File: src/hdl/lcd_init_pkg.sv
// constants, field layouts and command codes for the lcd reset/init block
// Functional notes
// [RL1] no-operation command byte changes nothing
// [RL2] low hardware reset enters full initial state
// [RL3] reset: display off, forward, all-on off, scan forward
// [RL4] reset: start line first, indicator address 80h
// [RL5] reset: page and column address zero
// [RL6] reset: column input direction, incrementing segment order
// [RL7] reset: n-line inversion off, count 10000
// [RL8] reset: duty 1/65, scan starts line zero
// [RL9] reset: rmw off, oscillator off, frequency zero
// [RL10] reset: power control register all zero
// [RL11] reset: resistor ratio 100, bias one-ninth
// [RL12] reset: contrast set mode cancelled, contrast 100000
// [RL13] reset: discharge, power save, sensor off
// [RL14] reset: temperature gradient select 000
// [RL15] reset: serial shift register contents discarded
// [RL16] reset: common ordering normal, not comb
// [RL17] reset: multiplier clock select 00
// [RL18] soft reset clears page, column, rmw only
// [RL19] host pulses hardware reset at power-on
// [RL20] host sets power control within 5 ms; the bench never sets it, power_ctl stays 0
// [RL21] host waits over 300 ms to settle; the bench waits 16 clock cycles
// [RL22] host enters power save, then discharges, before off
// [RL23] refresh always issues end-of-rmw command
// [RL24] soft reset leaves display memory untouched
// [RL25] hardware reset low holds defaults, ignores commands
package lcd_init_pkg;

  // command bytes, taken with command_data_select low
  localparam logic [7:0] CMD_NOP        = 8'he3;
  localparam logic [7:0] CMD_SOFT_RESET = 8'he2;
  localparam logic [7:0] CMD_RMW_ENTER  = 8'he0;
  localparam logic [7:0] CMD_RMW_END    = 8'hee;
  localparam logic [7:0] CMD_DISP_OFF   = 8'hae;
  localparam logic [7:0] CMD_DISP_ON    = 8'haf;
  localparam logic [7:0] CMD_PSAVE_OFF  = 8'ha8;
  localparam logic [7:0] CMD_PSAVE_ON   = 8'ha9;
  localparam logic [7:0] CMD_DISCH_OFF  = 8'hea;
  localparam logic [7:0] CMD_DISCH_ON   = 8'heb;
  localparam logic [7:0] CMD_TSENS_OFF  = 8'h68;
  localparam logic [7:0] CMD_TSENS_ON   = 8'h69;
  localparam logic [7:0] CMD_COM_NORMAL = 8'hc4;
  localparam logic [7:0] CMD_COM_COMB   = 8'hc5;
  localparam logic [7:0] CMD_CONTR_MODE = 8'h81;
  localparam logic [7:0] CMD_BIAS_MODE  = 8'h50;
  localparam logic [7:0] CMD_MCLK_MODE  = 8'h55;
  localparam logic [7:0] CMD_PAGE_BASE  = 8'hb0;
  localparam logic [7:0] CMD_TGRAD_BASE = 8'h58;

  // reset values
  localparam logic [7:0] INDICATOR_RST  = 8'h80;
  localparam logic [4:0] NLINE_CNT_RST  = 5'h10;
  localparam logic [2:0] RRATIO_RST     = 3'h4;
  localparam logic [2:0] BIAS_NINTH     = 3'h5;
  localparam logic [5:0] CONTRAST_RST   = 6'h20;
  localparam logic [6:0] DUTY_65        = 7'h41;

  // axi4-lite register offsets
  localparam logic [7:0] REG_CMD        = 8'h00;
  localparam logic [7:0] REG_STATE0     = 8'h04;
  localparam logic [7:0] REG_STATE1     = 8'h08;
  localparam logic [7:0] REG_ADDR       = 8'h0c;
  localparam logic [7:0] REG_SERIAL     = 8'h10;

  localparam logic [1:0] RESP_OKAY      = 2'h0;
  localparam logic [1:0] RESP_SLVERR    = 2'h2;

  typedef enum logic [3:0] {
    MODE_IDLE   = 4'h1,
    MODE_CONTR  = 4'h2,
    MODE_BIAS   = 4'h4,
    MODE_MCLK   = 4'h8
  } cmd_mode_t;

  // full set of settings that the driver holds
  typedef struct packed {
    logic       disp_on;
    logic       reverse;
    logic       all_on;
    logic       com_reverse;
    logic [5:0] start_line;
    logic [7:0] indicator;
    logic [3:0] page;
    logic [7:0] column;
    logic       row_dir;
    logic       adc_rev;
    logic       nline_on;
    logic [4:0] nline_cnt;
    logic [6:0] duty;
    logic [5:0] duty_start;
    logic       rmw;
    logic       osc_on;
    logic [3:0] osc_freq;
    logic [3:0] power_ctl;
    logic [2:0] rratio;
    logic [2:0] bias;
    logic [5:0] contrast;
    logic       discharge;
    logic       psave;
    logic [2:0] tgrad;
    logic       tsensor;
    logic       com_comb;
    logic [1:0] mclk;
  } settings_t;

  localparam settings_t SETTINGS_RST = '{
    disp_on: 1'b0, reverse: 1'b0, all_on: 1'b0, com_reverse: 1'b0,
    start_line: 6'h00, indicator: INDICATOR_RST, page: 4'h0,
    column: 8'h00, row_dir: 1'b0, adc_rev: 1'b0, nline_on: 1'b0,
    nline_cnt: NLINE_CNT_RST, duty: DUTY_65, duty_start: 6'h00,
    rmw: 1'b0, osc_on: 1'b0, osc_freq: 4'h0, power_ctl: 4'h0,
    rratio: RRATIO_RST, bias: BIAS_NINTH, contrast: CONTRAST_RST,
    discharge: 1'b0, psave: 1'b0, tgrad: 3'h0, tsensor: 1'b0,
    com_comb: 1'b0, mclk: 2'h0};

  typedef struct packed {
    logic        awready;
    logic        wready;
    logic        bvalid;
    logic [1:0]  bresp;
    logic        arready;
    logic        rvalid;
    logic [31:0] rdata;
    logic [1:0]  rresp;
  } axi_out_t;

endpackage : lcd_init_pkg

File: src/hdl/lcd_init_core.sv
// reset and command-state logic of the lcd driver, axi4-lite slave
//
// The AXI4-Lite slave port and the register offsets were decided locally.
`timescale 1ns/10ps
`default_nettype none
module lcd_init_core (
  input  wire logic                     clk,
  input  wire logic                     resetn,
  input  wire logic                     hw_reset_in_n,
  input  wire logic                     ser_clk_en,
  input  wire logic                     ser_bit,
  input  wire logic                     ser_cs_n,
  input  wire logic [7:0]               s_awaddr,
  input  wire logic                     s_awvalid,
  input  wire logic [31:0]              s_wdata,
  input  wire logic [3:0]               s_wstrb,
  input  wire logic                     s_wvalid,
  input  wire logic                     s_bready,
  input  wire logic [7:0]               s_araddr,
  input  wire logic                     s_arvalid,
  input  wire logic                     s_rready,
  output logic                          s_awready,
  output logic                          s_wready,
  output logic                          s_bvalid,
  output logic [1:0]                    s_bresp,
  output logic                          s_arready,
  output logic                          s_rvalid,
  output logic [31:0]                   s_rdata,
  output logic [1:0]                    s_rresp,
  output lcd_init_pkg::settings_t       settings,
  output logic                          cmd_busy
);
  import lcd_init_pkg::*;

  typedef struct packed {
    settings_t   set;
    cmd_mode_t   mode;
    logic [7:0]  shift;
    logic [2:0]  bit_cnt;
    logic        aw_got;
    logic [7:0]  aw_addr;
    logic        w_got;
    logic [31:0] w_data;
    logic [3:0]  w_strb;
    axi_out_t    axo;
  } state_t;

  state_t st_reg;
  state_t st_next;

  function automatic logic [31:0] read_word(input state_t s,
                                            input logic [7:0] a);
    logic [31:0] v;
    v = 32'h0000_0000;
    unique case (a)
      REG_STATE0: v = {4'h0, s.set.disp_on, s.set.reverse, s.set.all_on,
                       s.set.com_reverse, s.set.start_line, 2'h0,
                       s.set.indicator, s.set.row_dir, s.set.adc_rev,
                       s.set.nline_on, s.set.nline_cnt};
      REG_STATE1: v = {1'b0, s.set.duty, s.set.rmw, s.set.osc_on,
                       s.set.osc_freq, s.set.power_ctl, s.set.rratio,
                       s.set.bias, s.set.contrast, 2'h0};
      REG_ADDR:   v = {5'h00, s.set.tgrad, s.set.tsensor, s.set.com_comb,
                       s.set.mclk, s.set.discharge, s.set.psave,
                       s.set.duty_start, s.set.page, s.set.column};
      REG_SERIAL: v = {20'h00000, s.mode, s.shift};
      default:    v = 32'h0000_0000;
    endcase
    return v;
  endfunction : read_word

  function automatic logic reg_known(input logic [7:0] a);
    return (a == REG_CMD) || (a == REG_STATE0) || (a == REG_STATE1) ||
           (a == REG_ADDR) || (a == REG_SERIAL);
  endfunction : reg_known

  // one command byte with command_data_select low
  function automatic state_t exec_cmd(input state_t s, input logic [7:0] c);
    state_t n;
    n = s;
    unique case (s.mode)
      MODE_CONTR: begin
        n.set.contrast = c[5:0];
        n.mode = MODE_IDLE;
      end
      MODE_BIAS: begin
        // forbidden codes 6 and 7 are dropped, mode still released
        if (c[2:1] != 2'h3) begin
          n.set.bias = c[2:0];
        end
        n.mode = MODE_IDLE;
      end
      MODE_MCLK: begin
        n.set.mclk = c[1:0];
        n.mode = MODE_IDLE;
      end
      default: begin
        if (c == CMD_NOP) begin
          n = s; // see [RL1]
        end else if (c == CMD_SOFT_RESET) begin
          n.set.page = 4'h0; // see [RL18]
          n.set.column = 8'h00; // see [RL18]
          n.set.rmw = 1'b0; // see [RL18]
        end else if (c == CMD_RMW_ENTER) begin
          n.set.rmw = 1'b1;
        end else if (c == CMD_RMW_END) begin
          n.set.rmw = 1'b0;
        end else if (c[7:1] == CMD_DISP_OFF[7:1]) begin
          n.set.disp_on = c[0];
        end else if (c[7:1] == CMD_PSAVE_OFF[7:1]) begin
          n.set.psave = c[0];
        end else if (c[7:1] == CMD_DISCH_OFF[7:1]) begin
          n.set.discharge = c[0];
        end else if (c[7:1] == CMD_TSENS_OFF[7:1]) begin
          n.set.tsensor = c[0];
        end else if (c[7:1] == CMD_COM_NORMAL[7:1]) begin
          n.set.com_comb = c[0];
        end else if (c == CMD_CONTR_MODE) begin
          n.mode = MODE_CONTR;
        end else if (c == CMD_BIAS_MODE) begin
          n.mode = MODE_BIAS;
        end else if (c == CMD_MCLK_MODE) begin
          n.mode = MODE_MCLK;
        end else if (c[7:4] == CMD_PAGE_BASE[7:4]) begin
          n.set.page = c[3:0];
        end else if (c[7:3] == CMD_TGRAD_BASE[7:3]) begin
          n.set.tgrad = c[2:0];
        end
      end
    endcase
    return n;
  endfunction : exec_cmd

  always_comb begin
    st_next = st_reg;
    st_next.axo.awready = 1'b0;
    st_next.axo.wready = 1'b0;
    st_next.axo.arready = 1'b0;
    // bus write: capture address and data in either order
    if (s_awvalid && !st_reg.aw_got && !st_reg.axo.bvalid) begin
      st_next.axo.awready = 1'b1;
    end
    if (st_reg.axo.awready && s_awvalid) begin
      st_next.aw_got = 1'b1;
      st_next.aw_addr = s_awaddr;
      st_next.axo.awready = 1'b0;
    end
    if (s_wvalid && !st_reg.w_got && !st_reg.axo.bvalid) begin
      st_next.axo.wready = 1'b1;
    end
    if (st_reg.axo.wready && s_wvalid) begin
      st_next.w_got = 1'b1;
      st_next.w_data = s_wdata;
      st_next.w_strb = s_wstrb;
      st_next.axo.wready = 1'b0;
    end
    if (st_reg.aw_got && st_reg.w_got && !st_reg.axo.bvalid) begin
      st_next.aw_got = 1'b0;
      st_next.w_got = 1'b0;
      st_next.axo.bvalid = 1'b1;
      st_next.axo.bresp = reg_known(st_reg.aw_addr) ? RESP_OKAY
                                                     : RESP_SLVERR;
      // commands ignored while the reset pin is low
      if (st_reg.aw_addr == REG_CMD && st_reg.w_strb[0] &&
          hw_reset_in_n) begin // see [RL25]
        if (!st_reg.w_data[8]) begin
          st_next = exec_cmd(st_next, st_reg.w_data[7:0]);
        end else if (st_reg.set.rmw) begin
          // data write in rmw mode steps only the column
          st_next.set.column = st_reg.set.column + 8'h01;
        end
      end
    end
    if (st_reg.axo.bvalid && s_bready) begin
      st_next.axo.bvalid = 1'b0;
    end
    // bus read
    if (s_arvalid && !st_reg.axo.arready && !st_reg.axo.rvalid) begin
      st_next.axo.arready = 1'b1;
    end
    if (st_reg.axo.arready && s_arvalid) begin
      st_next.axo.arready = 1'b0;
      st_next.axo.rvalid = 1'b1;
      st_next.axo.rdata = read_word(st_reg, s_araddr);
      st_next.axo.rresp = reg_known(s_araddr) ? RESP_OKAY : RESP_SLVERR;
    end
    if (st_reg.axo.rvalid && s_rready) begin
      st_next.axo.rvalid = 1'b0;
    end
    // serial port: msb first, byte complete on the eighth bit
    if (ser_cs_n) begin
      st_next.bit_cnt = 3'h0;
    end else if (ser_clk_en && hw_reset_in_n) begin
      st_next.shift = {st_reg.shift[6:0], ser_bit};
      st_next.bit_cnt = st_reg.bit_cnt + 3'h1;
      if (st_reg.bit_cnt == 3'h7) begin
        st_next = exec_cmd(st_next, {st_reg.shift[6:0], ser_bit});
      end
    end
    // pin reset: hold every default while low, bus keeps answering
    if (!hw_reset_in_n) begin // see [RL2] [RL25]
      st_next.set = SETTINGS_RST; // see [RL3] [RL4] [RL5] [RL6] [RL7]
      // further defaults: see [RL8] [RL9] [RL10] [RL11] [RL13] [RL14]
      // and ordering/multiplier: see [RL16] [RL17]
      st_next.mode = MODE_IDLE; // see [RL12]
      st_next.shift = 8'h00; // see [RL15]
      st_next.bit_cnt = 3'h0; // see [RL15]
    end
  end

  always_ff @(posedge clk or negedge resetn) begin
    if (!resetn) begin
      st_reg <= '{set: SETTINGS_RST, mode: MODE_IDLE, shift: 8'h00,
                  bit_cnt: 3'h0, aw_got: 1'b0, aw_addr: 8'h00,
                  w_got: 1'b0, w_data: 32'h0000_0000, w_strb: 4'h0,
                  axo: '0};
    end else begin
      st_reg <= st_next;
    end
  end

  // no display memory lives here, so soft reset cannot touch it
  assign settings = st_reg.set; // see [RL24]
  assign cmd_busy = (st_reg.mode != MODE_IDLE);
  assign s_awready = st_reg.axo.awready;
  assign s_wready = st_reg.axo.wready;
  assign s_bvalid = st_reg.axo.bvalid;
  assign s_bresp = st_reg.axo.bresp;
  assign s_arready = st_reg.axo.arready;
  assign s_rvalid = st_reg.axo.rvalid;
  assign s_rdata = st_reg.axo.rdata;
  assign s_rresp = st_reg.axo.rresp;

endmodule : lcd_init_core
`default_nettype wire

File: config.mk
export PLATFORM = sky130hd
export DESIGN_NAME = lcd_init_core
export DESIGN_NICKNAME = d
export VERILOG_FILES = /design/src/hdl/lcd_init_pkg.sv /design/src/hdl/lcd_init_core.sv
export SDC_FILE = /design/constraint.sdc
export NUM_CORES = 1
export LEC_CHECK = 0
export ABC_AREA = 1
export BUFFER_PORTS_ARGS = -buffer_cell sky130_fd_sc_hd__buf_2
export CORE_UTILIZATION = 40
export CTS_CLUSTER_DIAMETER = 150
export CTS_CLUSTER_SIZE = 24
export DETAILED_ROUTE_END_ITERATION = 12
export PLACE_DENSITY_LB_ADDON = 0.2
export RECOVER_POWER = 25
export SLEW_MARGIN = 20
export SYNTH_ARGS = -nofsm -noshare
export SYNTH_HDL_FRONTEND = slang
export SYNTH_SLANG_ARGS = --single-unit
File: constraint.sdc
create_clock -name clk -period 4.1 [get_ports clk]
set_clock_uncertainty 0.1 [all_clocks]
set_input_delay 0.41 -clock clk [delete_from_list [all_inputs] [get_ports clk]]
set_output_delay 0.41 -clock clk [all_outputs]
set_load 0.03 [all_outputs]
* Word level (Yosys, flattened, before mapping)
Index checks and enable logic that the tools add are counted.
Storage, ports and cells: register bits after elaboration 184
Cells by class: multiplexer cells 149, equal/unequal tests 47, reductions and logical operators 33, $add $sub $neg 2
Operators with widths (count):
- two-way mux 184 bit | 4
- two-way mux 4 bit | 50
- two-way mux 154 bit | 1
- two-way mux 64 bit | 2
- one-hot mux 31 bit (4 select lines) | 1
- two-way mux 97 bit | 1
- two-way mux 94 bit | 1
- two-way mux 87 bit | 1
- two-way mux 7 bit | 12
- equality test 8 bit (second input constant) | 10
- two-way mux 3 bit | 19
- equality test 7 bit (second input constant) | 8
- two-way mux 1 bit | 37
- two-way mux 37 bit | 1
- two-way mux 36 bit | 1
- equality test 8 x 4 -> 1 bit (second input constant) | 4
- equality test 8 x 7 -> 1 bit (second input constant) | 4
- two-way mux 8 bit | 4
- two-way mux 12 bit | 2
- two-way mux 22 bit | 1
- two-way mux 5 bit | 4
- equality test 4 bit (second input constant) | 4
- equality test 8 x 3 -> 1 bit (second input constant) | 2
- equality test 8 x 5 -> 1 bit (second input constant) | 2
- 18 further kinds | 55

* Longest topological paths before layout
depth in word-level cells 38, depth in mapped cells 20

* Least setup slack after synthesis
OpenSTA, ideal clock, no wires.
path type register to register, start point register st_reg (netlist bit s_bvalid), end point register st_reg (netlist bit settings[30]), buffers on the path 1, arrival 2.001 ns, stages on the path, launching flop included 18, slack 1.886 ns, setup time 0.113 ns, path through dfrtp_1 -> inv_2 -> nand3_2 -> nor2_4 -> nand2_4 -> nor2_8 -> nand2_2 -> nand2_2 -> nor2_4 -> nand2_2 -> nand2_4 -> nor2_8 -> buf_6 -> nand2_1 -> nand2_1 -> nand3_1 -> nand2_1 -> inv_1
RTL lines:
- start: declaration | line lcd_init_core.sv:48 | state_t st_reg;
- start signal: assignment | line lcd_init_core.sv:213 | st_reg <= '{set: SETTINGS_RST, mode: MODE_IDLE, shift: 8'h00,
- start signal: assignment | line lcd_init_core.sv:218 | st_reg <= st_next;

==> summary.md <==
| Metric | Value |
|---|---|
| Status | `finished clean` |
| Synthesized area | `6720 µm²` |
| Hold WC Path Type | `in2async` |
| Max-cap violations | `0` |
| Post-synthesis xor/xnor area fraction | `0%` |
| Area growth from synthesis to layout | `5.40%` |
| Final nets | `about 1,000` |
| Vert. Die Dim | `roughly 130 µm` |
| Crit-path max FO | `8` |
| Final Hold Viols | `0` |
| Clock buffer depth | `2` |
| Resized Gates After CTS | `0` |
| Async S/R FF share, synth | `100%` |
| Vias in the first global route | `approximately 5,200` |
| Largest family of logic cells by synthesized area | `simple AND/OR/NAND/NOR gates` |
| DR DRC count | `0` |
| Clock root buffer | `clkbuf_16` |
| Avg WL per Cell | `15.8 µm` |
| CTS tree | `built` |
| Peak VDD IR | `around 0.29 mV` |
| Reg clk slew, reported paths | `about 0.07 ns` |
| Routed vias/inst | `roughly 5.0` |
| Number of synthesized flops with an enable pin | `0` |
| Seq cells post-synth | `between 100 and 150` |
| Via count | `5,747` |
| Worst skew pair latency | `0.35 ns` |
| Setup Viol. Count Final | `0` |
| Setup TNS | `0 ns` |
| Mux contribution to synthesized area | `under 10%` |
| Share of layout cells above drive strength 1 | `20.6%` |
| Reg2reg path depth | `12` |
| First-pass GRT wire length | `29.3 mm` |
| Endpoint type of the worst setup path | `flop` |
| Pins Over Slew Limit | `0` |
| Syn_area_per_cell | `around 7.5 µm²` |
| Syn. warnings | `0` |
| I/O pin count | `approximately 190` |
| Initial antenna violation count | `0` |
| Row cnt | `47` |
| Initial Utilization | `40.7%` |
| H-tree levels | `3` |
| Worst Max-Slew Pin Slew | `1.15 ns` |
| Die area | `17,300 µm²` |
| Worst slew margin | `23.2%` |
| Unique masters post-synth | `42` |
| Compound-cell area share of the yosys netlist | `11.3%` |
| Crit Path Class | `reg2reg` |
| Crit path DAT | `2.85 ns` |
| Final WL | `18.3 mm` |
| Clk sink count | `103` |
| Setup Fix Bufs, Post-CTS | `0` |
| Sequential area share after synthesis | `38.4%` |
| Max reg flops | `35` |
| Synth Flop Type | `dfrtp_1` |
| Post-Syn Instances | `895` |
| Final ANT Viol Nets | `0` |
| Total Routing Usage GR | `21.6%` |
| Synth Area in Adders | `0.558%` |
| IO Port Bufs | `112` |
| Fillers | `1,761` |
| Largest net degree at the start of global routing | `61` |
| Cell area power density | `391 nW/µm²` |
| N_diodes | `0` |
| # hold bufs at CTS | `0` |
| Post-synthesis simple-gate area fraction | `between 20 and 30%` |
| RSZ-0062 raised after global routing | `no` |
| Worst EP required | `4.23 ns` |
| Clock buffer count from CTS | `9` |
| Critical path launch point type | `flop` |
| Hold Slack | `0.0185 ns` |
| GPL Wtd Cong | `0.900` |
| CORE AREA | `roughly 17,000 µm²` |
| Final min period | `2.73 ns` |
| DRT iter0 DRCs | `449` |
| Tcrit/Tclk final | `66.5%` |
| Pre-Repair DR Iteration Count | `5` |
| Global route total overflow | `0` |
| Detailed Place HPWL | `about 14 mm` |
| Leakage | `3.63 nW` |
| Max Freq | `0.367 GHz` |
| Die X | `132 µm` |
[path summary, 6_finish.rpt]
kind / from / end / slack, ns
hold / removal: resetn / st_reg[78]$_DFFE_PN0P_ / 0.02
setup reg to reg: s_bvalid$_DFFE_PN0P_ / settings[57]$_DFF_PN0_ / 1.37
setup / recovery: s_bvalid$_DFFE_PN0P_ / settings[57]$_DFF_PN0_ / 1.37
hold reg to reg: s_arready$_DFF_PN0_ / s_arready$_DFF_PN0_ / 0.34
max in group asynchronous: resetn / s_arready$_DFF_PN0_ / 2.32
min in group clk: s_bready / s_bvalid$_DFFE_PN0P_ / 0.13
[report_power, final]
group	internal [mW]	total (mW)	switching (mW)
sequential	1.13	1.27	0.140
clock	0.493	0.881	0.387
combinational	0.162	0.619	0.457
[through the flow]
stage / instances / power (mW) / cell area (µm²) / setup slack [ns] / util [%]
3_3_place_gp: 1140 / 1.90 / 6790 / 1.45 / 41.1
5_1_grt: 1156 / 2.92 / 7090 / 1.14 / 42.9
2_1_floorplan: 942 / 1.76 / 6900 / 1.89 / -
4_1_cts: 1156 / 2.79 / 7090 / 1.45 / 42.9
3_5_place_dp: 1140 / 1.91 / 6790 / 1.46 / 41.1
6_report: 1156 / 2.77 / 7090 / 1.37 / 42.9
[final cells by class]
cell class                      count  area [µm²]  share of cell area [%]
Multi-Input combinational cell    610        2990                    42.2
Sequential cell                   103        2580                    36.5
Timing Repair Buffer              117         597                    8.42
Inverter                           90         338                    4.77
Tap cell                          220         275                    3.88
Clock buffer                       12         246                    3.48
Clock inverter                      4        55.1                   0.777
[placed cells by master (no fill, tap or decap), types with 9 or more instances in the layout]
cell,netlist,layout
nand2_1,184,184
nor2_1,119,119
buf_2,5,111
dfrtp_1,98,98
inv_1,74,74
o21ai_0,56,56
conb_1,1,48
nand3_1,35,36
a21oi_1,30,30
nand4_1,17,17
inv_2,14,14
nor3_1,14,14
o22ai_1,12,12
nor4_1,11,11
clkbuf_16,0,9
[logic make-up (layout without fill, tap and decap cells)]
logic type               after synthesis  count (layout)
adder cells (fa/ha/maj)                3               3
AND/OR/NAND/NOR                      418             418
buffers and inverters                229             223
other                                  1              48
AO/OA/AOI/OAI                        131             131
flip-flops                           103             103
multiplexers                          10              10
[cell usage after synthesis, types with 6 or more instances]
library cell / number / area [µm²]
nand3_1: 35 / 175
o21ai_0: 56 / 280
nor2_1: 119 / 447
inv_2: 14 / 52.6
nor4_1: 11 / 68.8
nor3_1: 14 / 70.1
mux2_2: 8 / 90.1
nand4_1: 17 / 106
buf_4: 119 / 893
nand3_2: 6 / 60.1
inv_1: 74 / 278
o22ai_1: 12 / 75.1
a21oi_1: 30 / 150
nand2_1: 184 / 691
dfrtp_1: 98 / 2450
clkbuf_1: 13 / 48.8
o32ai_1: 8 / 70.1
nand2_2: 8 / 50.1
nor2_2: 7 / 43.8
[worst max-delay path, cell delays in order (launching register included)]
cell and delay [ns]:
dfrtp_1 0.39, inv_2 0.08, nand3_1 0.26, inv_2 0.20
nand3_2 0.13, nor2_2 0.17, o21ai_1 0.09, nand2_1 0.14
nor2_1 0.08, o21ai_1 0.24, nand4_1 0.22, o21ai_2 0.41
nor2_1 0.08
[metal layers]
layer,vias up,GRT usage (%),routed length (µm)
li1,2824,-,-
met1,2677,30.9,8680
met2,225,32.4,8010
met3,21,4.63,1250
met4,0,6.72,344
met5,-,0,0
No activity file was read; power rests on OpenSTA's default activity.
